### src/logic/acq_seq_pkg.sv
/*
  Constants, register map and mode codes for the shutter-mode acquisition sequencer.
  Assumes a 125 MHz pclk and an APB master with 32-bit data.
*/
// Overview of operation
// - Outside card mode, bias stays on for the exposure and off during readout.
// - Normal allowed in self-paced and trigger modes; early bias in trigger and card modes.
// - Normal trigger mode: on trigger, bias for exposure, bias off, wait, read out.
// - Early bias: bias on when ready, off after exposure, re-bias before next trigger.
// - Self-paced: cycles back to back at top rate, trigger ignored.
// - Card mode needs no continuous flush, electronic shutter and falling-edge trigger.
// - Self-paced: flush before first exposure and after last readout only.
// - Exposure window output rises only after current and extra flushes complete.
// - Nonzero extra flush count adds that many full flushes; zero adds none.
// - Electronic shutter inserts a fixed 6 ms wait between bias off and readout.
// - Normal control with falling edge: bias on at trigger falling edge.
// - Early bias: bias on only after start, flushes done, window high.
// - No continuous flush, normal: flush until start, final flush, await trigger.
// - No continuous flush, early bias: after start, final flush, bias on, trigger integrates.
// - Continuous flush, normal: keep flushing, on trigger finish flush then bias on.
// - Continuous flush, early bias: bias on after final flush, finish flush after trigger.
// - Continuous flush: integration starts only after current flush completes.
// - A setting selects rising or falling trigger edge.
package acq_seq_pkg;
  localparam logic [11:0] ctrl_addr      = 12'h000;
  localparam logic [11:0] exposure_addr  = 12'h004;
  localparam logic [11:0] frames_addr    = 12'h008;
  localparam logic [11:0] flush_addr     = 12'h00c;
  localparam logic [11:0] status_addr    = 12'h010;
  localparam logic [11:0] done_addr      = 12'h014;
  // Control register field positions
  localparam int ctrl_start_bit   = 0;
  localparam int ctrl_mode_lsb    = 1;
  localparam int ctrl_early_bit   = 3;
  localparam int ctrl_cont_bit    = 4;
  localparam int ctrl_elec_bit    = 5;
  localparam int ctrl_neg_bit     = 6;
  localparam logic [31:0] ctrl_reset     = 32'h0000_0000;
  localparam logic [31:0] exposure_reset = 32'h0000_0001;
  localparam logic [31:0] frames_reset   = 32'h0000_0001;
  localparam logic [31:0] flush_reset    = 32'h0000_0000;
  localparam int clk_mhz        = 125;
  localparam int comp_wait_ms   = 6;
  localparam int comp_cycles    = comp_wait_ms * clk_mhz * 1000;
  localparam int flush_cycles_d = 1000;
  localparam int readout_cycles_d = 2000;
  typedef enum logic [1:0] {
    mode_self  = 2'b00,
    mode_trig  = 2'b01,
    mode_card  = 2'b10
  } acq_mode_t;
  typedef enum logic [2:0] {
    st_idle    = 3'b000,
    st_final   = 3'b001,
    st_wait    = 3'b010,
    st_finish  = 3'b011,
    st_expose  = 3'b100,
    st_comp    = 3'b101,
    st_readout = 3'b110,
    st_tail    = 3'b111
  } seq_state_t;
endpackage

### src/logic/shutter_mode_acquisition_sequencer.sv
/*
  Shutter-mode acquisition sequencer: flush, bias, exposure, compensation and readout timing.
  Assumes an APB master on pclk and an asynchronous trigger pin from outside.
*/
// Added by the designer: the placing of the registers and the APB register port.
`timescale 1ns/1ps
module shutter_mode_acquisition_sequencer
  import acq_seq_pkg::*;
#(
  parameter int comp_count    = acq_seq_pkg::comp_cycles,
  parameter int flush_count   = acq_seq_pkg::flush_cycles_d,
  parameter int readout_count = acq_seq_pkg::readout_cycles_d
)(
  input  wire logic        pclk,
  input  wire logic        presetn,
  input  wire logic        psel,
  input  wire logic        penable,
  input  wire logic        pwrite,
  input  wire logic [11:0] paddr,
  input  wire logic [31:0] pwdata,
  output logic      [31:0] prdata,
  output logic             pready,
  output logic             pslverr,
  input  wire logic        ext_trigger,
  output logic             bias_on,
  output logic             exposure_window,
  output logic             flushing,
  output logic             reading_out
);
  import acq_seq_pkg::*;

  logic [31:0] ctrl;
  logic [31:0] exposure;
  logic [31:0] frames;
  logic [31:0] extra_flush_count;
  logic [31:0] frames_done;
  logic        cfg_error;
  logic [2:0]  trig_sync;
  logic        trig_level;
  logic [31:0] cnt;
  logic [31:0] extra_left;
  logic        running;
  logic        trig_pend;
  logic [31:0] comp_run;
  seq_state_t  state;
  seq_state_t  next_state;

  wire        wr_en       = psel & penable & pwrite;
  wire        addr_ok     = (paddr == ctrl_addr) | (paddr == exposure_addr) | (paddr == frames_addr) |
                            (paddr == flush_addr) | (paddr == status_addr) | (paddr == done_addr);
  wire        start_cmd   = wr_en & (paddr == ctrl_addr) & pwdata[ctrl_start_bit];
  // Start judged on the word written with it
  wire [31:0] cfg_word    = start_cmd ? pwdata : ctrl;
  wire [1:0]  cfg_mode    = cfg_word[ctrl_mode_lsb +: 2];
  wire [1:0]  mode        = ctrl[ctrl_mode_lsb +: 2];
  wire        early_bias  = ctrl[ctrl_early_bit];
  wire        cont_flush  = ctrl[ctrl_cont_bit];
  wire        elec_shut   = ctrl[ctrl_elec_bit];
  wire        neg_edge    = ctrl[ctrl_neg_bit];
  wire        is_self     = (mode == mode_self);
  wire        is_card     = (mode == mode_card);
  // Legal combinations of mode and shutter control
  wire        cfg_ok      = (cfg_mode != 2'b11) &
                            ~((cfg_mode == mode_self) & cfg_word[ctrl_early_bit]) &
                            ~((cfg_mode == mode_card) & (~cfg_word[ctrl_early_bit] | cfg_word[ctrl_cont_bit] |
                              ~cfg_word[ctrl_elec_bit] | ~cfg_word[ctrl_neg_bit]));
  // Edge seen once second and third stages agree
  wire        trig_new    = (trig_sync[1] == trig_sync[2]) & (trig_sync[1] != trig_level);
  wire        trig_edge   = trig_new & (neg_edge ? ~trig_sync[1] : trig_sync[1]) & ~is_self;
  wire        cnt_done    = (cnt == 32'h0000_0000);
  wire        last_frame  = (frames_done + 32'h0000_0001 >= frames);
  wire [31:0] comp_len    = elec_shut ? 32'(comp_count) : 32'h0000_0000;
  wire [31:0] exp_load    = (exposure == 32'h0000_0000) ? 32'h0000_0000 : exposure - 32'h0000_0001;
  wire [31:0] status_word = {24'h000000, cfg_error, running, 1'b0, state, bias_on, exposure_window};

  assign pready  = 1'b1;
  assign pslverr = psel & penable & ~addr_ok;
  assign prdata  = (paddr == ctrl_addr)     ? ctrl :
                   (paddr == exposure_addr) ? exposure :
                   (paddr == frames_addr)   ? frames :
                   (paddr == flush_addr)    ? extra_flush_count :
                   (paddr == status_addr)   ? status_word :
                   (paddr == done_addr)     ? frames_done : 32'h0000_0000;

  always_ff @(posedge pclk or negedge presetn)
    if (!presetn)
    begin
      ctrl              <= ctrl_reset;
      exposure          <= exposure_reset;
      frames            <= frames_reset;
      extra_flush_count <= flush_reset;
    end
    else if (wr_en & ~running)
    begin
      if (paddr == ctrl_addr) ctrl <= {pwdata[31:1], 1'b0};
      if (paddr == exposure_addr) exposure <= pwdata;
      if (paddr == frames_addr) frames <= pwdata;
      if (paddr == flush_addr) extra_flush_count <= pwdata;
    end

  always_ff @(posedge pclk or negedge presetn)
    if (!presetn)
    begin
      trig_sync  <= 3'b000;
      trig_level <= 1'b0;
    end
    else
    begin
      trig_sync <= {trig_sync[1:0], ext_trigger};
      if (trig_sync[1] == trig_sync[2]) trig_level <= trig_sync[1];
    end

  // Sequencer next state
  always_comb
  begin
    next_state = state;
    unique case (state)
      st_idle:    if (start_cmd & ~running & cfg_ok) next_state = st_final;
      st_final:   if (cnt_done & (extra_left == 32'h0000_0000))
                    next_state = is_self ? st_expose : (cont_flush ? st_finish : st_wait);
      st_wait:    if (trig_edge) next_state = st_expose;
      st_finish:  if (cnt_done & (trig_pend | trig_edge)) next_state = st_expose;
      st_expose:  if (cnt_done) next_state = st_comp;
      st_comp:    if (cnt_done) next_state = st_readout;
      st_readout: if (cnt_done) next_state = last_frame ? st_tail :
                                  (is_self ? st_expose : (cont_flush ? st_finish : st_wait));
      st_tail:    if (cnt_done) next_state = st_idle;
    endcase
  end

  // Timers and frame count
  always_ff @(posedge pclk or negedge presetn)
    if (!presetn)
    begin
      state       <= st_idle;
      cnt         <= 32'h0000_0000;
      extra_left  <= 32'h0000_0000;
      frames_done <= 32'h0000_0000;
      running     <= 1'b0;
      cfg_error   <= 1'b0;
      trig_pend   <= 1'b0;
      comp_run    <= 32'h0000_0000;
    end
    else
    begin
      state <= next_state;
      trig_pend <= (state == st_finish) & (next_state == st_finish) & (trig_pend | trig_edge);
      comp_run  <= (state == st_comp) ? comp_run + 32'h0000_0001 : 32'h0000_0000;
      if (start_cmd & ~running) cfg_error <= ~cfg_ok;
      unique case (state)
        st_idle:
        begin
          cnt <= cnt_done ? 32'(flush_count) : cnt - 32'h0000_0001;
          if (next_state == st_final)
          begin
            running     <= 1'b1;
            frames_done <= 32'h0000_0000;
            extra_left  <= extra_flush_count;
          end
        end
        st_final:
          if (cnt_done & (extra_left != 32'h0000_0000))
          begin
            cnt        <= 32'(flush_count);
            extra_left <= extra_left - 32'h0000_0001;
          end
          else if (cnt_done)
            cnt <= exp_load;
          else
            cnt <= cnt - 32'h0000_0001;
        st_wait:
          cnt <= exp_load;
        st_finish:
          // Continuous flush loops; on trigger the remaining flush time is spent first
          if (cnt_done) cnt <= (trig_pend | trig_edge) ? exp_load : 32'(flush_count);
          else cnt <= cnt - 32'h0000_0001;
        st_expose:
          cnt <= cnt_done ? comp_len : cnt - 32'h0000_0001;
        st_comp:
          cnt <= cnt_done ? 32'(readout_count) : cnt - 32'h0000_0001;
        st_readout:
          if (cnt_done)
          begin
            frames_done <= frames_done + 32'h0000_0001;
            cnt         <= last_frame ? 32'(flush_count) : (cont_flush ? 32'(flush_count) : exp_load);
          end
          else
            cnt <= cnt - 32'h0000_0001;
        st_tail:
          if (cnt_done) running <= 1'b0;
          else cnt <= cnt - 32'h0000_0001;
      endcase
    end

  // Exposure window high during exposure, also while armed with early bias
  always_ff @(posedge pclk or negedge presetn)
    if (!presetn)
    begin
      exposure_window <= 1'b0;
      bias_on         <= 1'b0;
      flushing        <= 1'b0;
      reading_out     <= 1'b0;
    end
    else
    begin
      exposure_window <= (next_state == st_expose) |
                         (early_bias & ((next_state == st_wait) | (next_state == st_finish)));
      // Bias on during exposure, early bias while armed, off for compensation and readout
      bias_on         <= (next_state == st_expose) |
                         (early_bias & ((next_state == st_wait) | (next_state == st_finish)));
      flushing        <= (next_state == st_idle) | (next_state == st_final) |
                         (next_state == st_finish) | (next_state == st_tail);
      reading_out     <= (next_state == st_readout);
    end
endmodule

### config.mk
export PLATFORM = sky130hd
export DESIGN_NAME = shutter_mode_acquisition_sequencer
export DESIGN_NICKNAME = d
export VERILOG_FILES = /design/src/logic/acq_seq_pkg.sv /design/src/logic/shutter_mode_acquisition_sequencer.sv
export SDC_FILE = /design/constraint.sdc
export NUM_CORES = 1
export LEC_CHECK = 0
export ABC_CLOCK_PERIOD_IN_PS = 6200
export BUFFER_PORTS_ARGS = -buffer_cell sky130_fd_sc_hd__buf_2
export CORE_MARGIN = 2
export CORE_UTILIZATION = 62
export CTS_CLUSTER_DIAMETER = 200
export CTS_CLUSTER_SIZE = 16
export DETAILED_ROUTE_END_ITERATION = 6
export PLACE_DENSITY = 0.83
export SYNTH_ARGS = -nofsm -noshare
export SYNTH_HDL_FRONTEND = slang
export SYNTH_SLANG_ARGS = --single-unit
### constraint.sdc
create_clock -name pclk -period 6.2 [get_ports pclk]
set_clock_uncertainty 0.2 [all_clocks]
set_input_delay 0.31 -clock pclk [delete_from_list [all_inputs] [get_ports pclk]]
set_output_delay 0.31 -clock pclk [all_outputs]
set_load 0.02 [all_outputs]
; ---- After elaboration in Yosys (flattened, before gate mapping)
; Cells that the tools add are included.
[op_classes]
n_addsub = 4
mul = 0
n_div = 0
n_lt_le_gt_ge = 1
n_eq_ne = 27
shift = 0
mux = 43
bitwise_logic = 45
n_reduce_logical = 19
[op_table]
columns = op, n
row1 = 32-bit two-way mux, 22
row2 = 32-bit one-hot mux with 8 select lines, 1
row3 = 32-bit one-hot mux with 2 select lines, 2
row4 = 32-bit zero test, 3
row5 = "32-bit by 1-bit subtractor with 32-bit output, second input constant", 3
row6 = "32-bit by 1-bit adder with 32-bit output, second input constant", 1
row7 = 32-bit greater-or-equal comparator, 1
row8 = 32-bit nonzero test, 1
row9 = 3-bit two-way mux, 10
row10 = "12-bit by 4-bit equality test with 1-bit output, second input constant", 2
row11 = "12-bit by 5-bit equality test with 1-bit output, second input constant", 2
row12 = 3-bit one-hot mux with 8 select lines, 1
row13 = 1-bit bitwise AND, 21
row14 = "3-bit equality test, second input constant", 7
row15 = 20-bit two-way mux, 1
row16 = 1-bit bitwise OR, 14
row17 = "12-bit by 3-bit equality test with 1-bit output, second input constant", 1
row18 = "3-bit by 2-bit equality test with 1-bit output, second input constant", 4
row19 = 12-bit zero test, 1
row20 = "2-bit inequality test, second input constant", 6
row21 = 1-bit inverter, 10
row22 = 3-bit AND reduction, 3
row23 = 2-bit AND reduction, 4
row24 = 7-bit two-way mux, 1
row25 = 9 further kinds, 17
[word_totals]
regBits = 236
latchBits = 0
mem_bits_rw = 0
mem_bits_ro = 0
inputBits = 50
word_cells = 155
mem_count = 0

; ---- Logic depth before layout (Yosys ltp)
[logic_depth]
depth_word = 19
ltp_mapped = 17
ltp_nobuf = 16

; ---- Worst setup path before layout
; Ideal clock, no wire load.
[synth_path]
kind = register -> register
start = reg frames_done[3]
end = reg cnt[12]
setup_ps = 127
arrival_time_ps = 4188
path_slack_ps = 1685
stages_incl_launch_ff = 18
path_buffers = 2
period_less_slack_ps = 4515
cell_sequence = dfrtp_1 clkbuf_1 nand3_1 or4_1 clkbuf_1 or2_2 nor3_1 and3_1 xor2_1 ha_1 nand4_1 nor4_1 o21ai_0 a31oi_1 nor3_1 or3_1 a21oi_1 o22ai_1
[synth_via]
elab_chain_cells = 5
[synth_rtl]
columns = element, line_no
row1 = "start, declared", shutter_mode_acquisition_sequencer.sv:36  ; logic [31:0] frames_done;
row2 = "start signal, assigned", shutter_mode_acquisition_sequencer.sv:184  ; frames_done <= frames_done + 32'h0000_0001;
row3 = 32-bit by 1-bit adder with 32-bit output, shutter_mode_acquisition_sequencer.sv:71  ; wire last_frame = (frames_done + 32'h0000_0001 >= frames);
row4 = 32-bit greater-or-equal comparator, shutter_mode_acquisition_sequencer.sv:71
row5 = 32-bit two-way mux, shutter_mode_acquisition_sequencer.sv:185  ; cnt <= last_frame ? 32'(flush_count) : (cont_flush ? 32'(flush_count) : exp_load);
row6 = 32-bit two-way mux, shutter_mode_acquisition_sequencer.sv:182  ; if (cnt_done)
row7 = 32-bit one-hot mux with 8 select lines, shutter_mode_acquisition_sequencer.sv:150  ; unique case (state)
row8 = "end signal, assigned", shutter_mode_acquisition_sequencer.sv:153  ; cnt <= cnt_done ? 32'(flush_count) : cnt - 32'h0000_0001;
row9 = "end signal, assigned", shutter_mode_acquisition_sequencer.sv:185
row10 = "end signal, assigned", shutter_mode_acquisition_sequencer.sv:188  ; cnt <= cnt - 32'h0000_0001;
row11 = "end, declared", shutter_mode_acquisition_sequencer.sv:40  ; logic [31:0] cnt;
; No other way between the ends.
; A chain may end at the register's enable or synchronous reset.

; ---- Worst setup path in the final report
[layout_path]
start = reg frames_done[0]
end = reg cnt[6]
; Same word-level chain as after synthesis.

==> flow_results.xml <==
<?xml version="1.0" encoding="UTF-8"?>
<metrics>
  <group name="synth">
    <metric name="ys_ff_latch" unit="">236</metric>
    <metric name="syn_nets" unit="">1751</metric>
    <metric name="synth_largest_area_cell" unit="">dfrtp_1</metric>
    <metric name="synth_edf_count" unit="">0</metric>
    <metric name="synthCells" unit="">1664</metric>
    <metric name="synth.area.top_cells" unit="">dfrtp_1 (39%), mux2_2 (9.6%), nand2_1 (4.5%)</metric>
    <metric name="seq_area_frac_synth" unit="%">39.40</metric>
    <metric name="yosys_warnings" unit="">0</metric>
    <metric name="synthArstFlopShare" unit="%">100.0</metric>
    <metric name="synth.top_cell.area_share" unit="%">39.05</metric>
    <metric name="post_synth_num_cell_types" unit="">86</metric>
    <metric name="synthesized_area_per_cell" unit="sq um">9.011</metric>
    <metric name="mappedNetlistArea" unit="sq mm">0.01499</metric>
    <metric name="dominantRegCellSynth" unit="">dfrtp_1</metric>
  </group>
  <group name="sta">
    <metric name="rsz_0062_raised_after_global_routing" unit="">no</metric>
    <metric name="final.setup.tns" unit="ns">0</metric>
    <metric name="fmax" unit="MHz">192.1</metric>
    <metric name="tightest_slew" unit="ns">1.192</metric>
    <metric name="finalHoldViolCount" unit="">0</metric>
    <metric name="timing.slew.headroom" unit="%">20.47</metric>
    <metric name="report.final.setup_viol" unit="">0</metric>
    <metric name="timing_max_transition_violations_final" unit="">0</metric>
    <metric name="final_critical_period" unit="ns">5.205</metric>
    <metric name="min_period_over_period" unit="%">83.95</metric>
  </group>
  <group name="power">
    <metric name="p_leak" unit="nW">7.600</metric>
    <metric name="power.density" unit="mW/mm^2">172.2</metric>
    <metric name="worst_ir_drop_vdd" unit="uV">240.0</metric>
  </group>
  <group name="hold_path">
    <metric name="timing.hold.worst.start" unit="">trig_sync[0]</metric>
    <metric name="worst_hold_path.endpoint" unit="">trig_sync[1]</metric>
    <metric name="worst_hold_path.num_cells" unit="">0</metric>
    <metric name="worstHoldPathType" unit="">flip-flop to flip-flop</metric>
  </group>
  <group name="route">
    <metric name="routed-via-count" unit="">14160</metric>
    <metric name="drt_pre_antenna_iters" unit="">7</metric>
    <metric name="detail_route_antenna_nets" unit="">0</metric>
    <metric name="post_drt_via_cell_ratio" unit="">6.881</metric>
    <metric name="avgRoutedWirePerCell" unit="um">23.57</metric>
    <metric name="route.detailed.drc" unit="">0</metric>
    <metric name="drt-initial-drc-count" unit="">1764</metric>
    <metric name="routed_wirelength" unit="um">48500</metric>
  </group>
  <group name="placed_design">
    <metric name="place_hpwl" unit="um">33290</metric>
    <metric name="placement.io_buffers" unit="">86</metric>
    <metric name="gp_congestion" unit="">0.9677</metric>
  </group>
  <group name="critical_path">
    <metric name="rr_worst_depth" unit="">16</metric>
    <metric name="worst_ep_required_time" unit="ns">6.40</metric>
    <metric name="timing_worst_setup_path_type" unit="">flip-flop to flip-flop</metric>
    <metric name="regToRegStartpoint" unit="">frames_done[0]</metric>
    <metric name="setup.worst_path.end_class" unit="">flip-flop</metric>
    <metric name="crit_path_max_fanout" unit="">7</metric>
    <metric name="crit_path_start_kind" unit="">flip-flop</metric>
    <metric name="worst-endpoint-arrival" unit="ns">5.41</metric>
    <metric name="reg2reg_to" unit="">cnt[6]</metric>
    <metric name="r2r_setup_slack" unit="ns">0.99</metric>
  </group>
  <group name="cts">
    <metric name="insertion_delay" unit="ns">0.53</metric>
    <metric name="cts_tree" unit="">yes</metric>
    <metric name="postCtsSetupBuffers" unit="">0</metric>
    <metric name="ctsHtreeMaxLevel" unit="">1</metric>
    <metric name="clk_pin_slew_worst_paths" unit="ns">0.08</metric>
    <metric name="clk_path_buf_depth" unit="">3</metric>
    <metric name="cts_buffers" unit="">18</metric>
    <metric name="tritoncts_num_sinks" unit="">236</metric>
    <metric name="ctsRootBufferMaster" unit="">clkbuf_16</metric>
  </group>
  <group name="die">
    <metric name="die_height" unit="um">159.5</metric>
    <metric name="rows" unit="">56</metric>
    <metric name="design.core.area" unit="sq mm">0.02361</metric>
    <metric name="die_x" unit="um">159.5</metric>
    <metric name="io-pin-count" unit="">88</metric>
    <metric name="die-area" unit="sq mm">0.02545</metric>
    <metric name="initial_standard_cell_utilization_of_the_core" unit="%">63.50</metric>
  </group>
  <group name="finish">
    <metric name="finish.utilization" unit="%">70.15</metric>
    <metric name="design.final.nets" unit="">1814</metric>
    <metric name="area.growth.synth_to_final" unit="%">10.46</metric>
    <metric name="layout-drive-gt1-share" unit="%">16.79</metric>
    <metric name="n_antenna_cell" unit="">0</metric>
  </group>
  <group name="status">
    <metric name="run_status" unit="">finished, final reports clean</metric>
  </group>
  <group name="global_route">
    <metric name="track_usage" unit="%">37.58</metric>
    <metric name="first_pass_grt_wire_length" unit="um">75790</metric>
    <metric name="antenna_found_initial" unit="">1</metric>
    <metric name="grt_max_degree" unit="">146</metric>
    <metric name="first_global_vias" unit="">13820</metric>
    <metric name="globalRouteOverflowTotal" unit="">0</metric>
  </group>
  <group name="flow_run">
    <metric name="max_cap_violations" unit="">0</metric>
  </group>
</metrics>
==> cell usage in the layout, fill, tap and decap left out, types with 19 or more instances in the layout <==
cell | synthesis | layout
or4_1 | 20 | 20
nor4_1 | 30 | 29
mux2_2 | 128 | 128
o22ai_1 | 23 | 23
nor2_1 | 135 | 133
nand3_1 | 56 | 55
clkbuf_16 | 0 | 19
xnor2_1 | 45 | 45
xor2_1 | 32 | 32
nor3_1 | 50 | 50
ha_1 | 37 | 37
a21oi_1 | 85 | 85
o21ai_0 | 132 | 132
buf_4 | 2 | 26
dfrtp_1 | 234 | 234
a22o_1 | 49 | 49
dlygate4sd3_1 | 0 | 34
mux2i_1 | 36 | 36
inv_1 | 50 | 50
buf_2 | 9 | 85
nand2_1 | 181 | 181
==> registers in the layout, summed over array words and instances (netlist names) <==
signal	count
frames_done	32
exposure_window	1
cnt	32
running	1
cfg_error	1
reading_out	1
flushing	1
ctrl	31
trig_sync	3
trig_pend	1
exposure	32
frames	32
trig_level	1
state	3
extra_left	32
extra_flush_count	32
==> report_power, final <==
part | switching, W | total (W) | internal, W
registers | 0.00000249 | 0.00154 | 0.00154
clock network | 0.000578 | 0.00119 | 0.000615
logic | 0.0000774 | 0.000117 | 0.0000392
==> final cells by class <==
class                           count  area, sq um
Multi-Input combinational cell   1274         8522
Sequential cell                   236         5908
Clock inverter                      1        30.03
Timing Repair Buffer              147        996.0
Clock buffer                       31        520.5
Tap cell                          319        399.1
Fill cell                        1824         7049
Inverter                           50        187.7
==> synthesized netlist by cell type (all sizes together) (4+ instances only) <==
master / n
xnor2: 45
o31ai: 16
nand4: 13
a22oi: 15
o211ai: 4
nor3: 50
nand2: 181
xor2: 32
o21a: 5
o21ai: 137
a22o: 49
or4: 21
mux2i: 36
or3: 17
a21o: 4
o2bb2ai: 5
clkbuf: 82
nor4: 32
nand4b: 4
nand3: 56
and3: 16
nor2b: 9
inv: 50
dfrtp: 234
a211o: 4
a32oi: 5
o22ai: 23
and2: 11
a21boi: 5
buf: 22
a31oi: 14
mux2: 128
nor2: 135
ha: 37
a221o: 4
or2: 8
a211oi: 10
a21oi: 85
nor4b: 5
a221oi: 5
==> cell families (layout without fill, tap and decap cells) <==
| kind of cell | after synthesis | in the layout | share of synthesized area [%] |
|---|---|---|---|
| and+or+nand+nor | 575 | 575 | 18.76 |
| AOI/OAI and AO/OA | 419 | 419 | 18.17 |
| DFF | 236 | 236 | 39.40 |
| muxes | 164 | 164 | 12.02 |
| buffers and inverters | 154 | 229 | 3.980 |
| xor gates and xnor gates | 77 | 77 | 4.498 |
| adders and majority gates | 38 | 38 | 3.154 |
| other | 1 | 1 | 0.02501 |
==> through the flow <==
step / power, W / setup slack [ns] / instance area (sq um) / hold slack [ns] / cells
after CTS: 0.002842 / 1.102 / 16560 / 0.1598 / 2058
after detailed placement: 0.001671 / 1.131 / 15670 / 0.1426 / 1992
after global routing: 0.002916 / 0.5354 / 16560 / 0.1619 / 2058
after global placement: 0.001669 / 1.234 / 15670 / 0.1356 / 1992
final: 0.002853 / 0.9948 / 16560 / 0.1576 / 2058
after floorplan: 0.001601 / 1.685 / 14990 / -0.1856 / 1664
==> how the worst max path moves through the flow <==
stage                        start      end  slack (ns)  depth (start not counted)
finish              frames_done[0]   cnt[6]        0.99                         16
global route        frames_done[0]  cnt[16]        0.54                         16
CTS                 frames_done[0]   cnt[6]        1.10                         16
detailed placement  frames_done[0]  cnt[24]        1.13                         15
global placement    frames_done[0]   cnt[4]        1.23                         16
floorplan           frames_done[3]  cnt[12]        1.68                         17
==> layer usage <==
layer | vias up | GRT usage [%] | part of all wire, %
met5 | - | 0 | 0
met2 | 842 | 61.63 | 48
met4 | 0 | 18.84 | 4.5
met1 | 6913 | 48.29 | 38
met3 | 192 | 6.382 | 10
li1 | 6215 | - | -
==> worst max-delay path, stage by stage, from the launching register on <==
cell      delay, ns
dfrtp_1        0.47
ha_1           0.28
nand2_1        0.12
or4_1          0.62
or2_2          0.34
nor3_1         0.38
and3_1         0.28
xor2_1         0.18
ha_1           0.28
a21oi_1        0.16
nand2_1        0.07
a221oi_1       0.24
o21ai_1        0.36
nor4_1         0.58
nand2b_1       0.24
o31ai_1        0.09
a21o_1         0.20
==> timing repair <==
item | in CTS | in global routing
hold endpoints to repair | 218 | 0
hold buffers | 34 | 0
resized for setup | 0 | 0
(Power assumes the default switching activity.)
